--- config.mk ---
export PLATFORM = sky130hd
export DESIGN_NAME = mas_regs
export DESIGN_NICKNAME = d
export VERILOG_FILES = /design/src/rtl/mas_pkg.sv /design/src/rtl/mas_node_decode.sv /design/src/rtl/mas_regs.sv
export VERILOG_INCLUDE_DIRS = /design/src /design/src/rtl
export SDC_FILE = /design/constraint.sdc
export NUM_CORES = 1
export LEC_CHECK = 0
export BUFFER_PORTS_ARGS = -buffer_cell sky130_fd_sc_hd__buf_2
export CORE_MARGIN = 2
export CORE_UTILIZATION = 47
export CTS_CLUSTER_SIZE = 10
export DETAILED_ROUTE_END_ITERATION = 16
export PLACE_DENSITY_LB_ADDON = 0.08
export SYNTH_ARGS = -nofsm -noshare
export SYNTH_HDL_FRONTEND = slang
export SYNTH_SLANG_ARGS = --single-unit
--- constraint.sdc ---
create_clock -name sys_clk -period 2.7 [get_ports sys_clk]
set_clock_uncertainty 0.15 [all_clocks]
set_input_delay 0.27 -clock sys_clk [delete_from_list [all_inputs] [get_ports sys_clk]]
set_output_delay 0.27 -clock sys_clk [all_outputs]
set_load 0.02 [all_outputs]
--- src/rtl/mas_defines.svh ---
`ifndef MAS_DEFINES_SVH
`define MAS_DEFINES_SVH

// Register indices and byte addresses (index times four)
`define MAS_IDX_MON         5'h11
`define MAS_IDX_MASK        5'h12
`define MAS_ADDR_MON        8'h44
`define MAS_ADDR_MASK       8'h48
`define MAS_ADDR_FLAGS      8'h4c
`define MAS_ADDR_BUSY       8'h50

// Field positions
`define MAS_PIN_BIT         21
`define MAS_LOC_HI          20
`define MAS_LOC_LO          16
`define MAS_TRIG_HI         10
`define MAS_TRIG_LO         8
`define MAS_SEQD_HI         7
`define MAS_SEQD_LO         5
`define MAS_NODE_HI         4
`define MAS_NODE_LO         0

// Reset values
`define MAS_MON_RESET       22'h110000
`define MAS_MASK_RESET      22'h120000

// Trigger code and writable masks
`define MAS_TRIG_START      3'h4
`define MAS_MON_WR_MASK     22'h00ffff
`define MAS_MASK_WR_MASK    22'h00ffff

// Mask bits naming each fault flag
`define MAS_M_ACCESS        15
`define MAS_M_COMPL         12
`define MAS_M_CLOCK         10
`define MAS_M_LATCH         9
`define MAS_M_WDOG          8
`define MAS_M_SLIP          7
`define MAS_M_FRAME         6
`define MAS_M_OPEN          3
`define MAS_M_SHORT         2
`define MAS_M_TEMP          0

`endif

--- src/rtl/mas_pkg.sv ---
package mas_pkg;

  // Node codes for the diagnostic converter multiplexer
  typedef enum logic [4:0] {
    MAS_NODE_TEMP    = 5'b00000,
    MAS_NODE_EXTREF  = 5'b00011,
    MAS_NODE_BANDREF = 5'b00100,
    MAS_NODE_REFERENCE_GROUND_NODE  = 5'b11000,
    MAS_NODE_AGND    = 5'b11001,
    MAS_NODE_DGND    = 5'b11010,
    MAS_NODE_REFERENCE_OUTPUT_NODE  = 5'b11111
  } mas_node_e;

  // Write channel states
  typedef enum logic [1:0] {
    MAS_W_IDLE = 2'b00,
    MAS_W_RESP = 2'b01
  } mas_wstate_e;

  typedef logic [21:0] mas_reg_t;

endpackage : mas_pkg

--- src/rtl/mas_node_decode.sv ---
`timescale 1ns/1ps
`default_nettype none
`include "mas_defines.svh"

// Maps a node-select code onto the one-hot multiplexer selects
module mas_node_decode
  import mas_pkg::*;
(
  input  wire logic [4:0] node_code,
  input  wire logic       ext_ref_buf_en,
  output logic            sel_temp,
  output logic            sel_ext_ref,
  output logic            sel_band_ref,
  output logic            sel_ref_gnd,
  output logic            sel_agnd,
  output logic            sel_dgnd,
  output logic            sel_ref_out,
  output logic            node_valid
);

  // Listed codes only; the external input counts only with its buffer on
  assign sel_temp     = (node_code == MAS_NODE_TEMP);
  assign sel_ext_ref  = (node_code == MAS_NODE_EXTREF) && ext_ref_buf_en;
  assign sel_band_ref = (node_code == MAS_NODE_BANDREF);
  assign sel_ref_gnd  = (node_code == MAS_NODE_REFERENCE_GROUND_NODE);
  assign sel_agnd     = (node_code == MAS_NODE_AGND);
  assign sel_dgnd     = (node_code == MAS_NODE_DGND);
  assign sel_ref_out  = (node_code == MAS_NODE_REFERENCE_OUTPUT_NODE);
  assign node_valid   = sel_temp | sel_ext_ref | sel_band_ref | sel_ref_gnd
                      | sel_agnd | sel_dgnd | sel_ref_out;

endmodule : mas_node_decode
`default_nettype wire

--- src/rtl/mas_regs.sv ---
// Register access over AXI4-Lite was chosen for this implementation.
`timescale 1ns/1ps
`default_nettype none
`include "mas_defines.svh"

module mas_regs
  import mas_pkg::*;
(
  input  wire logic        sys_clk,
  input  wire logic        rst,
  // AXI4-Lite slave
  input  wire logic [7:0]  s_axi_awaddr,
  input  wire logic        s_axi_awvalid,
  output logic             s_axi_awready,
  input  wire logic [31:0] s_axi_wdata,
  input  wire logic [3:0]  s_axi_wstrb,
  input  wire logic        s_axi_wvalid,
  output logic             s_axi_wready,
  output logic [1:0]       s_axi_bresp,
  output logic             s_axi_bvalid,
  input  wire logic        s_axi_bready,
  input  wire logic [7:0]  s_axi_araddr,
  input  wire logic        s_axi_arvalid,
  output logic             s_axi_arready,
  output logic [31:0]      s_axi_rdata,
  output logic [1:0]       s_axi_rresp,
  output logic             s_axi_rvalid,
  input  wire logic        s_axi_rready,
  // Fault flags from the diagnostic logic, bit positions as the mask
  input  wire logic [15:0] fault_flags,
  input  wire logic        ext_ref_buf_en,
  input  wire logic        conv_busy,
  // Converter side
  output logic             conv_start,
  output logic [4:0]       monitor_node_select,
  output logic [6:0]       node_onehot,
  output logic             node_valid,
  output logic [15:0]      flag_mask,
  // Open-drain alarm pin, active low
  input  wire logic        alarm_n_in,
  output logic             alarm_n_out,
  output logic             alarm_n_oe
);

  // Bit positions that carry a real flag; others never reach the pin
  localparam logic [15:0] FLAG_USED = 16'h97cd;

  mas_reg_t    mon_reg;
  mas_reg_t    mon_next;
  mas_reg_t    mask_reg;
  mas_reg_t    mask_next;
  logic        conv_start_reg;
  logic        alarm_reg;
  logic        alarm_next;
  mas_wstate_e wstate_reg;
  logic [7:0]  awaddr_reg;
  logic        aw_held_reg;
  logic [31:0] wdata_reg;
  logic [3:0]  wstrb_reg;
  logic        w_held_reg;
  logic [1:0]  bresp_reg;
  logic        rvalid_reg;
  logic [31:0] rdata_reg;
  logic [1:0]  rresp_reg;

  // Merge a 32-bit write into a 22-bit register under byte enables
  function automatic mas_reg_t merge_write(input mas_reg_t old_val,
                                           input logic [31:0] data,
                                           input logic [3:0] strb,
                                           input mas_reg_t wr_mask);
    mas_reg_t lane;
    lane = {{6{strb[2]}}, {8{strb[1]}}, {8{strb[0]}}};
    merge_write = (old_val & ~(lane & wr_mask)) | (data[21:0] & lane & wr_mask);
  endfunction : merge_write

  // Read-only top fields: live pin status and own location
  function automatic logic [31:0] read_word(input mas_reg_t val,
                                            input logic [4:0] loc,
                                            input logic pin);
    read_word = {10'h000, pin, loc, val[15:0]};
  endfunction : read_word

  // Write address/data capture, taken in either order
  wire         aw_take   = s_axi_awvalid && s_axi_awready;
  wire         w_take    = s_axi_wvalid && s_axi_wready;
  wire         have_aw   = aw_held_reg || aw_take;
  wire         have_w    = w_held_reg || w_take;
  wire  [7:0]  wr_addr   = aw_held_reg ? awaddr_reg : s_axi_awaddr;
  wire  [31:0] wr_data   = w_held_reg ? wdata_reg : s_axi_wdata;
  wire  [3:0]  wr_strb   = w_held_reg ? wstrb_reg : s_axi_wstrb;
  wire         wr_fire   = (wstate_reg == MAS_W_IDLE) && have_aw && have_w;
  wire         wr_mon    = wr_fire && (wr_addr == `MAS_ADDR_MON);
  wire         wr_mask   = wr_fire && (wr_addr == `MAS_ADDR_MASK);
  wire         wr_ok     = (wr_addr == `MAS_ADDR_MON) || (wr_addr == `MAS_ADDR_MASK);

  assign s_axi_awready = (wstate_reg == MAS_W_IDLE) && !aw_held_reg;
  assign s_axi_wready  = (wstate_reg == MAS_W_IDLE) && !w_held_reg;
  assign s_axi_bvalid  = (wstate_reg == MAS_W_RESP);
  assign s_axi_bresp   = bresp_reg;

  // Register next values; the trigger field keeps the written code and only the start pulse acts once
  always_comb
  begin
    mon_next  = mon_reg;
    mask_next = mask_reg;
    if (wr_mon)
    begin
      mon_next = merge_write(mon_reg, wr_data, wr_strb, `MAS_MON_WR_MASK);
    end
    if (wr_mask)
    begin
      mask_next = merge_write(mask_reg, wr_data, wr_strb, `MAS_MASK_WR_MASK);
    end
  end

  // One start pulse on a write that lands trigger code 100
  wire start_hit = wr_mon && wr_strb[1] &&
                   (wr_data[`MAS_TRIG_HI:`MAS_TRIG_LO] == `MAS_TRIG_START);

  // Write channel bookkeeping
  always_ff @(posedge sys_clk)
  begin
    if (rst)
    begin
      wstate_reg  <= MAS_W_IDLE;
      aw_held_reg <= 1'b0;
      w_held_reg  <= 1'b0;
      awaddr_reg  <= 8'h00;
      wdata_reg   <= 32'h0000_0000;
      wstrb_reg   <= 4'h0;
      bresp_reg   <= 2'b00;
    end
    else
    begin
      if (aw_take)
      begin
        awaddr_reg <= s_axi_awaddr;
      end
      if (w_take)
      begin
        wdata_reg <= s_axi_wdata;
        wstrb_reg <= s_axi_wstrb;
      end
      case (wstate_reg)
        MAS_W_IDLE:
        begin
          if (wr_fire)
          begin
            wstate_reg  <= MAS_W_RESP;
            aw_held_reg <= 1'b0;
            w_held_reg  <= 1'b0;
            bresp_reg   <= wr_ok ? 2'b00 : 2'b10;
          end
          else
          begin
            aw_held_reg <= have_aw;
            w_held_reg  <= have_w;
          end
        end
        MAS_W_RESP:
        begin
          if (s_axi_bready)
          begin
            wstate_reg <= MAS_W_IDLE;
          end
        end
        default:
        begin
          wstate_reg <= MAS_W_IDLE;
        end
      endcase
    end
  end

  // Configuration registers and start pulse
  always_ff @(posedge sys_clk)
  begin
    if (rst)
    begin
      mon_reg        <= `MAS_MON_RESET;
      mask_reg       <= `MAS_MASK_RESET;
      conv_start_reg <= 1'b0;
    end
    else
    begin
      mon_reg        <= mon_next;
      mask_reg       <= mask_next;
      conv_start_reg <= start_hit;
    end
  end

  // Trigger field reads back last code written; not cleared by hardware
  assign conv_start          = conv_start_reg;
  assign monitor_node_select = mon_reg[`MAS_NODE_HI:`MAS_NODE_LO];
  assign flag_mask           = mask_reg[15:0];

  // Node decode; unlisted codes leave node_valid low so result is zero
  mas_node_decode i_mas_node_decode (
    .node_code      (mon_reg[`MAS_NODE_HI:`MAS_NODE_LO]),
    .ext_ref_buf_en (ext_ref_buf_en),
    .sel_temp       (node_onehot[0]),
    .sel_ext_ref    (node_onehot[1]),
    .sel_band_ref   (node_onehot[2]),
    .sel_ref_gnd    (node_onehot[3]),
    .sel_agnd       (node_onehot[4]),
    .sel_dgnd       (node_onehot[5]),
    .sel_ref_out    (node_onehot[6]),
    .node_valid     (node_valid)
  );

  // Unmasked flags drive the pin; masked flags stay visible in status
  wire [15:0] live_flags = fault_flags & FLAG_USED & ~mask_reg[15:0];
  assign alarm_next = |live_flags;

  always_ff @(posedge sys_clk)
  begin
    if (rst)
    begin
      alarm_reg <= 1'b0;
    end
    else
    begin
      alarm_reg <= alarm_next;
    end
  end

  // Open drain: pull low only while in alarm
  assign alarm_n_out = 1'b0;
  assign alarm_n_oe  = alarm_reg;

  // Read channel, answer one cycle after address taken
  // Pin status is taken from the wire itself, so another driver pulling the
  // shared line low shows too; a low (alarmed) pin reads as one, which keeps
  // an idle pin at the documented reset value of both registers
  wire pin_level = !alarm_n_in;
  assign s_axi_arready = !rvalid_reg;
  assign s_axi_rvalid  = rvalid_reg;
  assign s_axi_rdata   = rdata_reg;
  assign s_axi_rresp   = rresp_reg;

  wire [31:0] rd_word =
    (s_axi_araddr == `MAS_ADDR_MON)   ? read_word(mon_reg, `MAS_IDX_MON, pin_level) :
    (s_axi_araddr == `MAS_ADDR_MASK)  ? read_word(mask_reg, `MAS_IDX_MASK, pin_level) :
    (s_axi_araddr == `MAS_ADDR_FLAGS) ? {16'h0000, fault_flags} :
    (s_axi_araddr == `MAS_ADDR_BUSY)  ? {31'h0, conv_busy} : 32'h0000_0000;
  wire rd_ok = (s_axi_araddr == `MAS_ADDR_MON) || (s_axi_araddr == `MAS_ADDR_MASK) ||
               (s_axi_araddr == `MAS_ADDR_FLAGS) || (s_axi_araddr == `MAS_ADDR_BUSY);

  always_ff @(posedge sys_clk)
  begin
    if (rst)
    begin
      rvalid_reg <= 1'b0;
      rdata_reg  <= 32'h0000_0000;
      rresp_reg  <= 2'b00;
    end
    else if (s_axi_arvalid && !rvalid_reg)
    begin
      rvalid_reg <= 1'b1;
      rdata_reg  <= rd_word;
      rresp_reg  <= rd_ok ? 2'b00 : 2'b10;
    end
    else if (s_axi_rready)
    begin
      rvalid_reg <= 1'b0;
    end
  end

  // Checks
  start_pulse_a: assert property (@(posedge sys_clk) disable iff (rst)
    start_hit |=> conv_start ##1 !conv_start)
    else $error("start pulse not single cycle after trigger write");

  start_cause_a: assert property (@(posedge sys_clk) disable iff (rst)
    conv_start |-> $past(wr_mon))
    else $error("start pulse without a setup write");

  alarm_any_a: assert property (@(posedge sys_clk) disable iff (rst)
    (|(fault_flags & FLAG_USED & ~mask_reg[15:0])) |=> alarm_n_oe)
    else $error("unmasked flag did not pull alarm low");

  alarm_mask_a: assert property (@(posedge sys_clk) disable iff (rst)
    ((fault_flags & ~mask_reg[15:0]) == 16'h0000) |=> !alarm_n_oe)
    else $error("masked flags still pulled alarm");

  access_mask_a: assert property (@(posedge sys_clk) disable iff (rst)
    (mask_reg[`MAS_M_ACCESS] && fault_flags == 16'h8000) |=> !alarm_n_oe)
    else $error("masked access flag reached alarm");

  temp_mask_a: assert property (@(posedge sys_clk) disable iff (rst)
    (!mask_reg[`MAS_M_TEMP] && fault_flags[`MAS_M_TEMP]) |=> alarm_n_oe)
    else $error("over temperature did not raise alarm");

  read_loc_a: assert property (@(posedge sys_clk) disable iff (rst)
    (s_axi_arvalid && !rvalid_reg && s_axi_araddr == `MAS_ADDR_MASK) |=>
      (rvalid_reg && rdata_reg[20:16] == 5'h12))
    else $error("mask register location field wrong");

  read_pin_a: assert property (@(posedge sys_clk) disable iff (rst)
    (s_axi_arvalid && !rvalid_reg && s_axi_araddr == `MAS_ADDR_MON) |=>
      (rdata_reg[21] == !$past(alarm_n_in)))
    else $error("pin status not returned in bit 21");

  mon_loc_a: assert property (@(posedge sys_clk) disable iff (rst)
    (s_axi_arvalid && !rvalid_reg && s_axi_araddr == `MAS_ADDR_MON) |=>
      (rvalid_reg && rdata_reg[20:16] == 5'h11))
    else $error("setup register location field wrong");

  node_zero_a: assert property (@(posedge sys_clk) disable iff (rst)
    !(monitor_node_select inside {5'h00, 5'h03, 5'h04, 5'h18, 5'h19, 5'h1a, 5'h1f}) |->
      (!node_valid && node_onehot == 7'h00))
    else $error("unlisted node selected a source");

  ref_out_a: assert property (@(posedge sys_clk) disable iff (rst)
    (monitor_node_select == 5'b11111) |-> (node_valid && node_onehot == 7'h40))
    else $error("reference output node not selected");

  ext_ref_on_a: assert property (@(posedge sys_clk) disable iff (rst)
    (monitor_node_select == 5'b00011 && ext_ref_buf_en) |-> (node_valid && node_onehot == 7'h02))
    else $error("external reference missing with buffer on");

  open_mask_a: assert property (@(posedge sys_clk) disable iff (rst)
    (mask_reg[`MAS_M_OPEN] && fault_flags == 16'h0008) |=> !alarm_n_oe)
    else $error("masked open circuit flag reached alarm");

  ext_ref_a: assert property (@(posedge sys_clk) disable iff (rst)
    (monitor_node_select == 5'b00011 && !ext_ref_buf_en) |-> !node_valid)
    else $error("external reference valid without buffer");

endmodule : mas_regs
`default_nettype wire

* Word level (Yosys, flattened, before mapping) *
Index checks and enable logic that the tools add are counted.

storage, ports and cells
  register bits after elaboration = 113
  bits of input ports = 78
  output and inout bits = 73
  logic and storage cells = 88

operators by class
  eq/ne operators = 16
  mux-type cells = 16
  bitwise gates (word level) = 14
  reduce and logical (&&, ||, !) cells = 28

operators with widths
  cell                  number
  $eq A8 B7 Y1 const B  6
  $and A22 B22 Y22      2
  $mux W22              2
  $or A22 B16 Y22       2
  $and A16 B16 Y16      2
  $mux W16              2
  $not A16 Y22          1
  $eq A5 B5 Y1 const B  4
  $not A16 Y16          1
  $reduce_or A16 Y1     1
  $logic_and A1 B1 Y1   12
  $mux W2               5
  $mux W8               1
  $logic_or A1 B1 Y1    6
  $or A1 B1 Y1          6
  $eq A5 B2 Y1 const B  1
  $eq A5 B3 Y1 const B  1
  $logic_not A5 Y1      1
  $mux W1               5
  $logic_not A1 Y1      4
  $pmux W2 S2           1
  $reduce_and A2 Y1     2
  $eq A3 B3 Y1 const B  1
  $eq A2 B1 Y1 const B  1
  other kinds (4)       4

* Longest topological paths before layout *
  depth after elaboration = 9
  depth in mapped cells = 7

* Cells and area by module *
Synthesis repeated with hierarchy kept, for this count alone.

unflattened totals
  cells, all modules = 477
  area, all modules = 4441.8 um2

by module, submodules not included
  module           instances  cells each  area each (um2)  seq. area each (um2)
  mas_regs         1          460         4335.4           1721.7
  mas_node_decode  1          17          106.4            0.0

* Worst setup path after synthesis *
OpenSTA, ideal clock, no wires.

  path kind = register -> register
  start point = reg aw_held_reg
  end point = reg with a tool-made name
  setup time = 0.139 ns
  data arrival time = 1.633 ns
  required time = 2.411 ns
  slack = 0.777 ns
  cell stages (with the launch flop) = 7
  path buffers = 2
  clock period less this slack = 1.923 ns
  cell sequence = dfxtp_1 > buf_6 > or3b_4 > a211oi_4 > o21a_2 > buf_4 > a221oi_1

RTL lines
  item                      RTL line         text
  start: declaration        mas_regs.sv:57   logic aw_held_reg;
  start signal: assignment  mas_regs.sv:156  aw_held_reg <= have_aw;

==> impl_metrics.csv <==
group,metric,value,unit
run_status,status,"finished, final reports clean",
floorplan,die_y,98.04,um
cts,htreeDepth,3,
setup_path,worst_setup_path_end_kind,"flip-flop",
placement,portBuffers,117,
detailed_routing,drc,0,
setup_path,crit_chain,"or3b_4 > a211oi_2 > o21a_1 > a221oi_1",
sta,min_period_over_period,0.8157,
power,vdd_drop_max,0.2838,mV
cts,clk-insertion-delay-late,0.34,ns
sta,setup_tns,0,ns
sta,grt_setup_unrepaired,"false",
sta,period_minus_slack,2.202,ns
sta,slew_violations,0,
synthesis,synth-main-ff-cell,"dfxtp_1",
sta,worst_pin_slew,0.7770,ns
cts,cts_resized,0,
setup_path,cp_num_buf_inv,0,
synthesis,synth_area_per_cell,8.732,um2
layout,regArea,1722,um2
floorplan,die_w,98.04,um
sta,fmax,454.0,MHz
placement,dp_hpwl,7719,um
synthesis,syn_area,4156,um2
cts,clk_pin_slew,0.08,ns
hold_path,hold_path.class,"input port to flip-flop",
detailed_routing,wl_per_cell,15.25,um
synthesis,synth-seq-cells,86,
synthesis,yosysTopAreaCell,"dfxtp_1",
layout,synthToLayoutAreaGrowth,18.36,%
setup_path,cp_slowest_cell,"o21a_1",
floorplan,rows,34,
global_routing,antenna_found_initial,0,
cts,cts_num_sinks,86,
synthesis,async_flop_share,0,
global_routing,grt_pass1_wl,17190,um
layout,multiInputGateArea,2008,um2
sta,finalSetupViolCount,0,
floorplan,initial_core_util,0.4813,
layout,final_nets,652,
global_routing,grt-ovfl-total,0,
cts,cts_made_buffers,9,
sta,hold_viol,0,
setup_path,crit_required,2.76,ns
setup_path,path_max_fanout,15,
setup_path,cpPeakStageDelay,0.54,ns
cts,root_buffer,"clkbuf_8",
floorplan,io_pins,151,
detailed_routing,drt_wl_total,10460,um
floorplan,core,8636,um2
global_routing,grt_use_total,0.2194,
layout,drive_gt1_frac,0.2734,
layout,postLayoutCoreUtil,0.5697,
power,p_leak,2.058,nW
synthesis,yosysTopAreaCellShare,0.4142,
detailed_routing,drtPass1Iterations,5,
cts,cts_max_path_buffers,2,
layout,diodes,0,
setup_path,worst_ep_arrival_time,2.26,ns
detailed_routing,vias,3747,
detailed_routing,drt_iter0_markers,177,
synthesis,yosys_warnings,0,
sta,holdWs,0.02014,ns
layout,final.fill_count,835,
setup_path,start_kind,"flip-flop",
cts,ctsHoldBuffers,5,
cts,cts_tree,"built",
synthesis,synth_edf_count,0,
placement,finalWeightedCongestion,0.8429,
detailed_routing,postRouteAntennaNets,0,
floorplan,dieArea,9612,um2
synthesis,ys_types,52,
job,max_cap_violations,0,
setup_path,cp_top_family,"compound AO/OA/AOI/OAI gates",
global_routing,grt_pass1_vias,3435,
global_routing,grt_max_degree,37,
power,p_per_area,530.4,nW/um2
setup_path,crit_type,"flip-flop to flip-flop",
detailed_routing,viasPerCell,5.462,
synthesis,ys_top_cells_by_area,"dfxtp_1 41%, a221oi_1 8.4%, buf_4 5.2%",
cts,post_cts_buffers,0,
synthesis,netlist_instances,476,
sta,maxSlewHeadroom,0.4809,
synthesis,yosysSeqAreaShare,0.4142,
==> per-layer routing <==
layer	vias up	track usage	routed length, um
li1	1864	-	-
met1	1761	0.3075	4948
met3	6	0.03651	623
met4	0	0.07051	83
met2	116	0.3462	4803
met5	-	0	0
==> cells in the mapped netlist, types with 2 or more instances <==
cell type and count:
a211oi_1 16, a21oi_1 25, a221oi_1 40, a222oi_1 6, a22o_1 16, a22oi_1 4
and3_1 2, and4_1 2, buf_1 3, buf_2 3, buf_4 29, clkbuf_1 25
dfxtp_1 86, inv_1 35, mux2i_1 12, nand2_1 44, nand2b_1 4, nand3_1 3
nand3b_1 4, nor2_1 39, nor2b_1 22, nor3_1 14, nor4_1 4, nor4b_1 2
o211ai_2 2, o211ai_4 2, o21a_1 2, o21ai_0 4, o22ai_1 2, or3b_4 2
==> layout by cell type (no fill, tap or decap), types with 2 or more instances in the layout <==
master / instances
and3_1: 2
nand3_1: 3
nand2_1: 44
o21ai_0: 4
a21oi_1: 25
a211oi_1: 16
a22o_1: 16
mux2i_1: 12
nor2b_1: 22
dfxtp_1: 86
nor4_1: 4
o22ai_1: 2
conb_1: 15
o21a_1: 2
clkinvlp_4: 2
inv_1: 35
nand3b_1: 4
buf_2: 117
a222oi_1: 6
a221oi_1: 40
dlygate4sd3_1: 5
nor4b_2: 2
o211ai_4: 2
o211ai_2: 2
a22oi_1: 4
and4_1: 2
nor3_1: 14
clkbuf_8: 10
or3b_4: 2
buf_4: 13
nand2b_1: 4
nor2_1: 39
clkbuf_1: 2
==> logic make-up (layout without fill, tap and decap cells) <==
kind of cell / count (synthesis) / count (layout) / share of synthesized area
AO/OA/AOI/OAI: 127 / 127 / 0.2459
XOR/XNOR: 1 / 1 / 0.002108
buffers and inverters: 97 / 185 / 0.1168
flip-flops: 86 / 86 / 0.4142
multiplexers: 14 / 14 / 0.03432
other: 1 / 15 / 0.0009022
AND/OR/NAND/NOR: 150 / 150 / 0.1857
==> report_power, final <==
part | total, W | internal [W] | switching, W
Clock | 0.000888 | 0.000449 | 0.000438
Combinational | 0.000381 | 0.000147 | 0.000235
Sequential | 0.00134 | 0.00131 | 0.0000277
Total | 0.00261 | 0.00191 | 0.000701
==> area by class of cell <==
class                           count  share of cell area
Sequential cell                    86              0.3499
Inverter                           35             0.02670
Clock buffer                       12             0.02950
Timing Repair Buffer              135              0.1490
Multi-Input combinational cell    307              0.4082
Tap cell                          108             0.02747
Clock inverter                      3            0.009156
==> final timing paths <==
| kind | end | slack (ns) | cells past startpoint | start |
|---|---|---|---|---|
| max reg2reg | flip-flop | 0.50 | 4 | aw_held_reg |
| min | wdata_reg[7] | 0.02 | 3 | s_axi_wdata[7] |
| max | flip-flop | 0.50 | 4 | aw_held_reg |
| min reg2reg | wdata_reg[0] | 0.31 | 2 | wdata_reg[0] |
==> stage by stage <==
step / setup WS [ns] / cells / power [W] / instance area, um2
floorplan: 0.7774 / 490 / 0.001633 / 4209
global placement: 0.5453 / 666 / 0.001739 / 4679
detailed placement: 0.5141 / 666 / 0.001747 / 4679
CTS: 0.4938 / 686 / 0.002640 / 4920
global route: 0.3474 / 686 / 0.002747 / 4920
finish: 0.4976 / 686 / 0.002609 / 4920
==> worst reg2reg max path, cell delays in order (launching register included) <==
cell      delay (ns)
dfxtp_1         0.41
or3b_4          0.44
a211oi_2        0.34
o21a_1          0.54
a221oi_1        0.19
(Power assumes the default switching activity.)
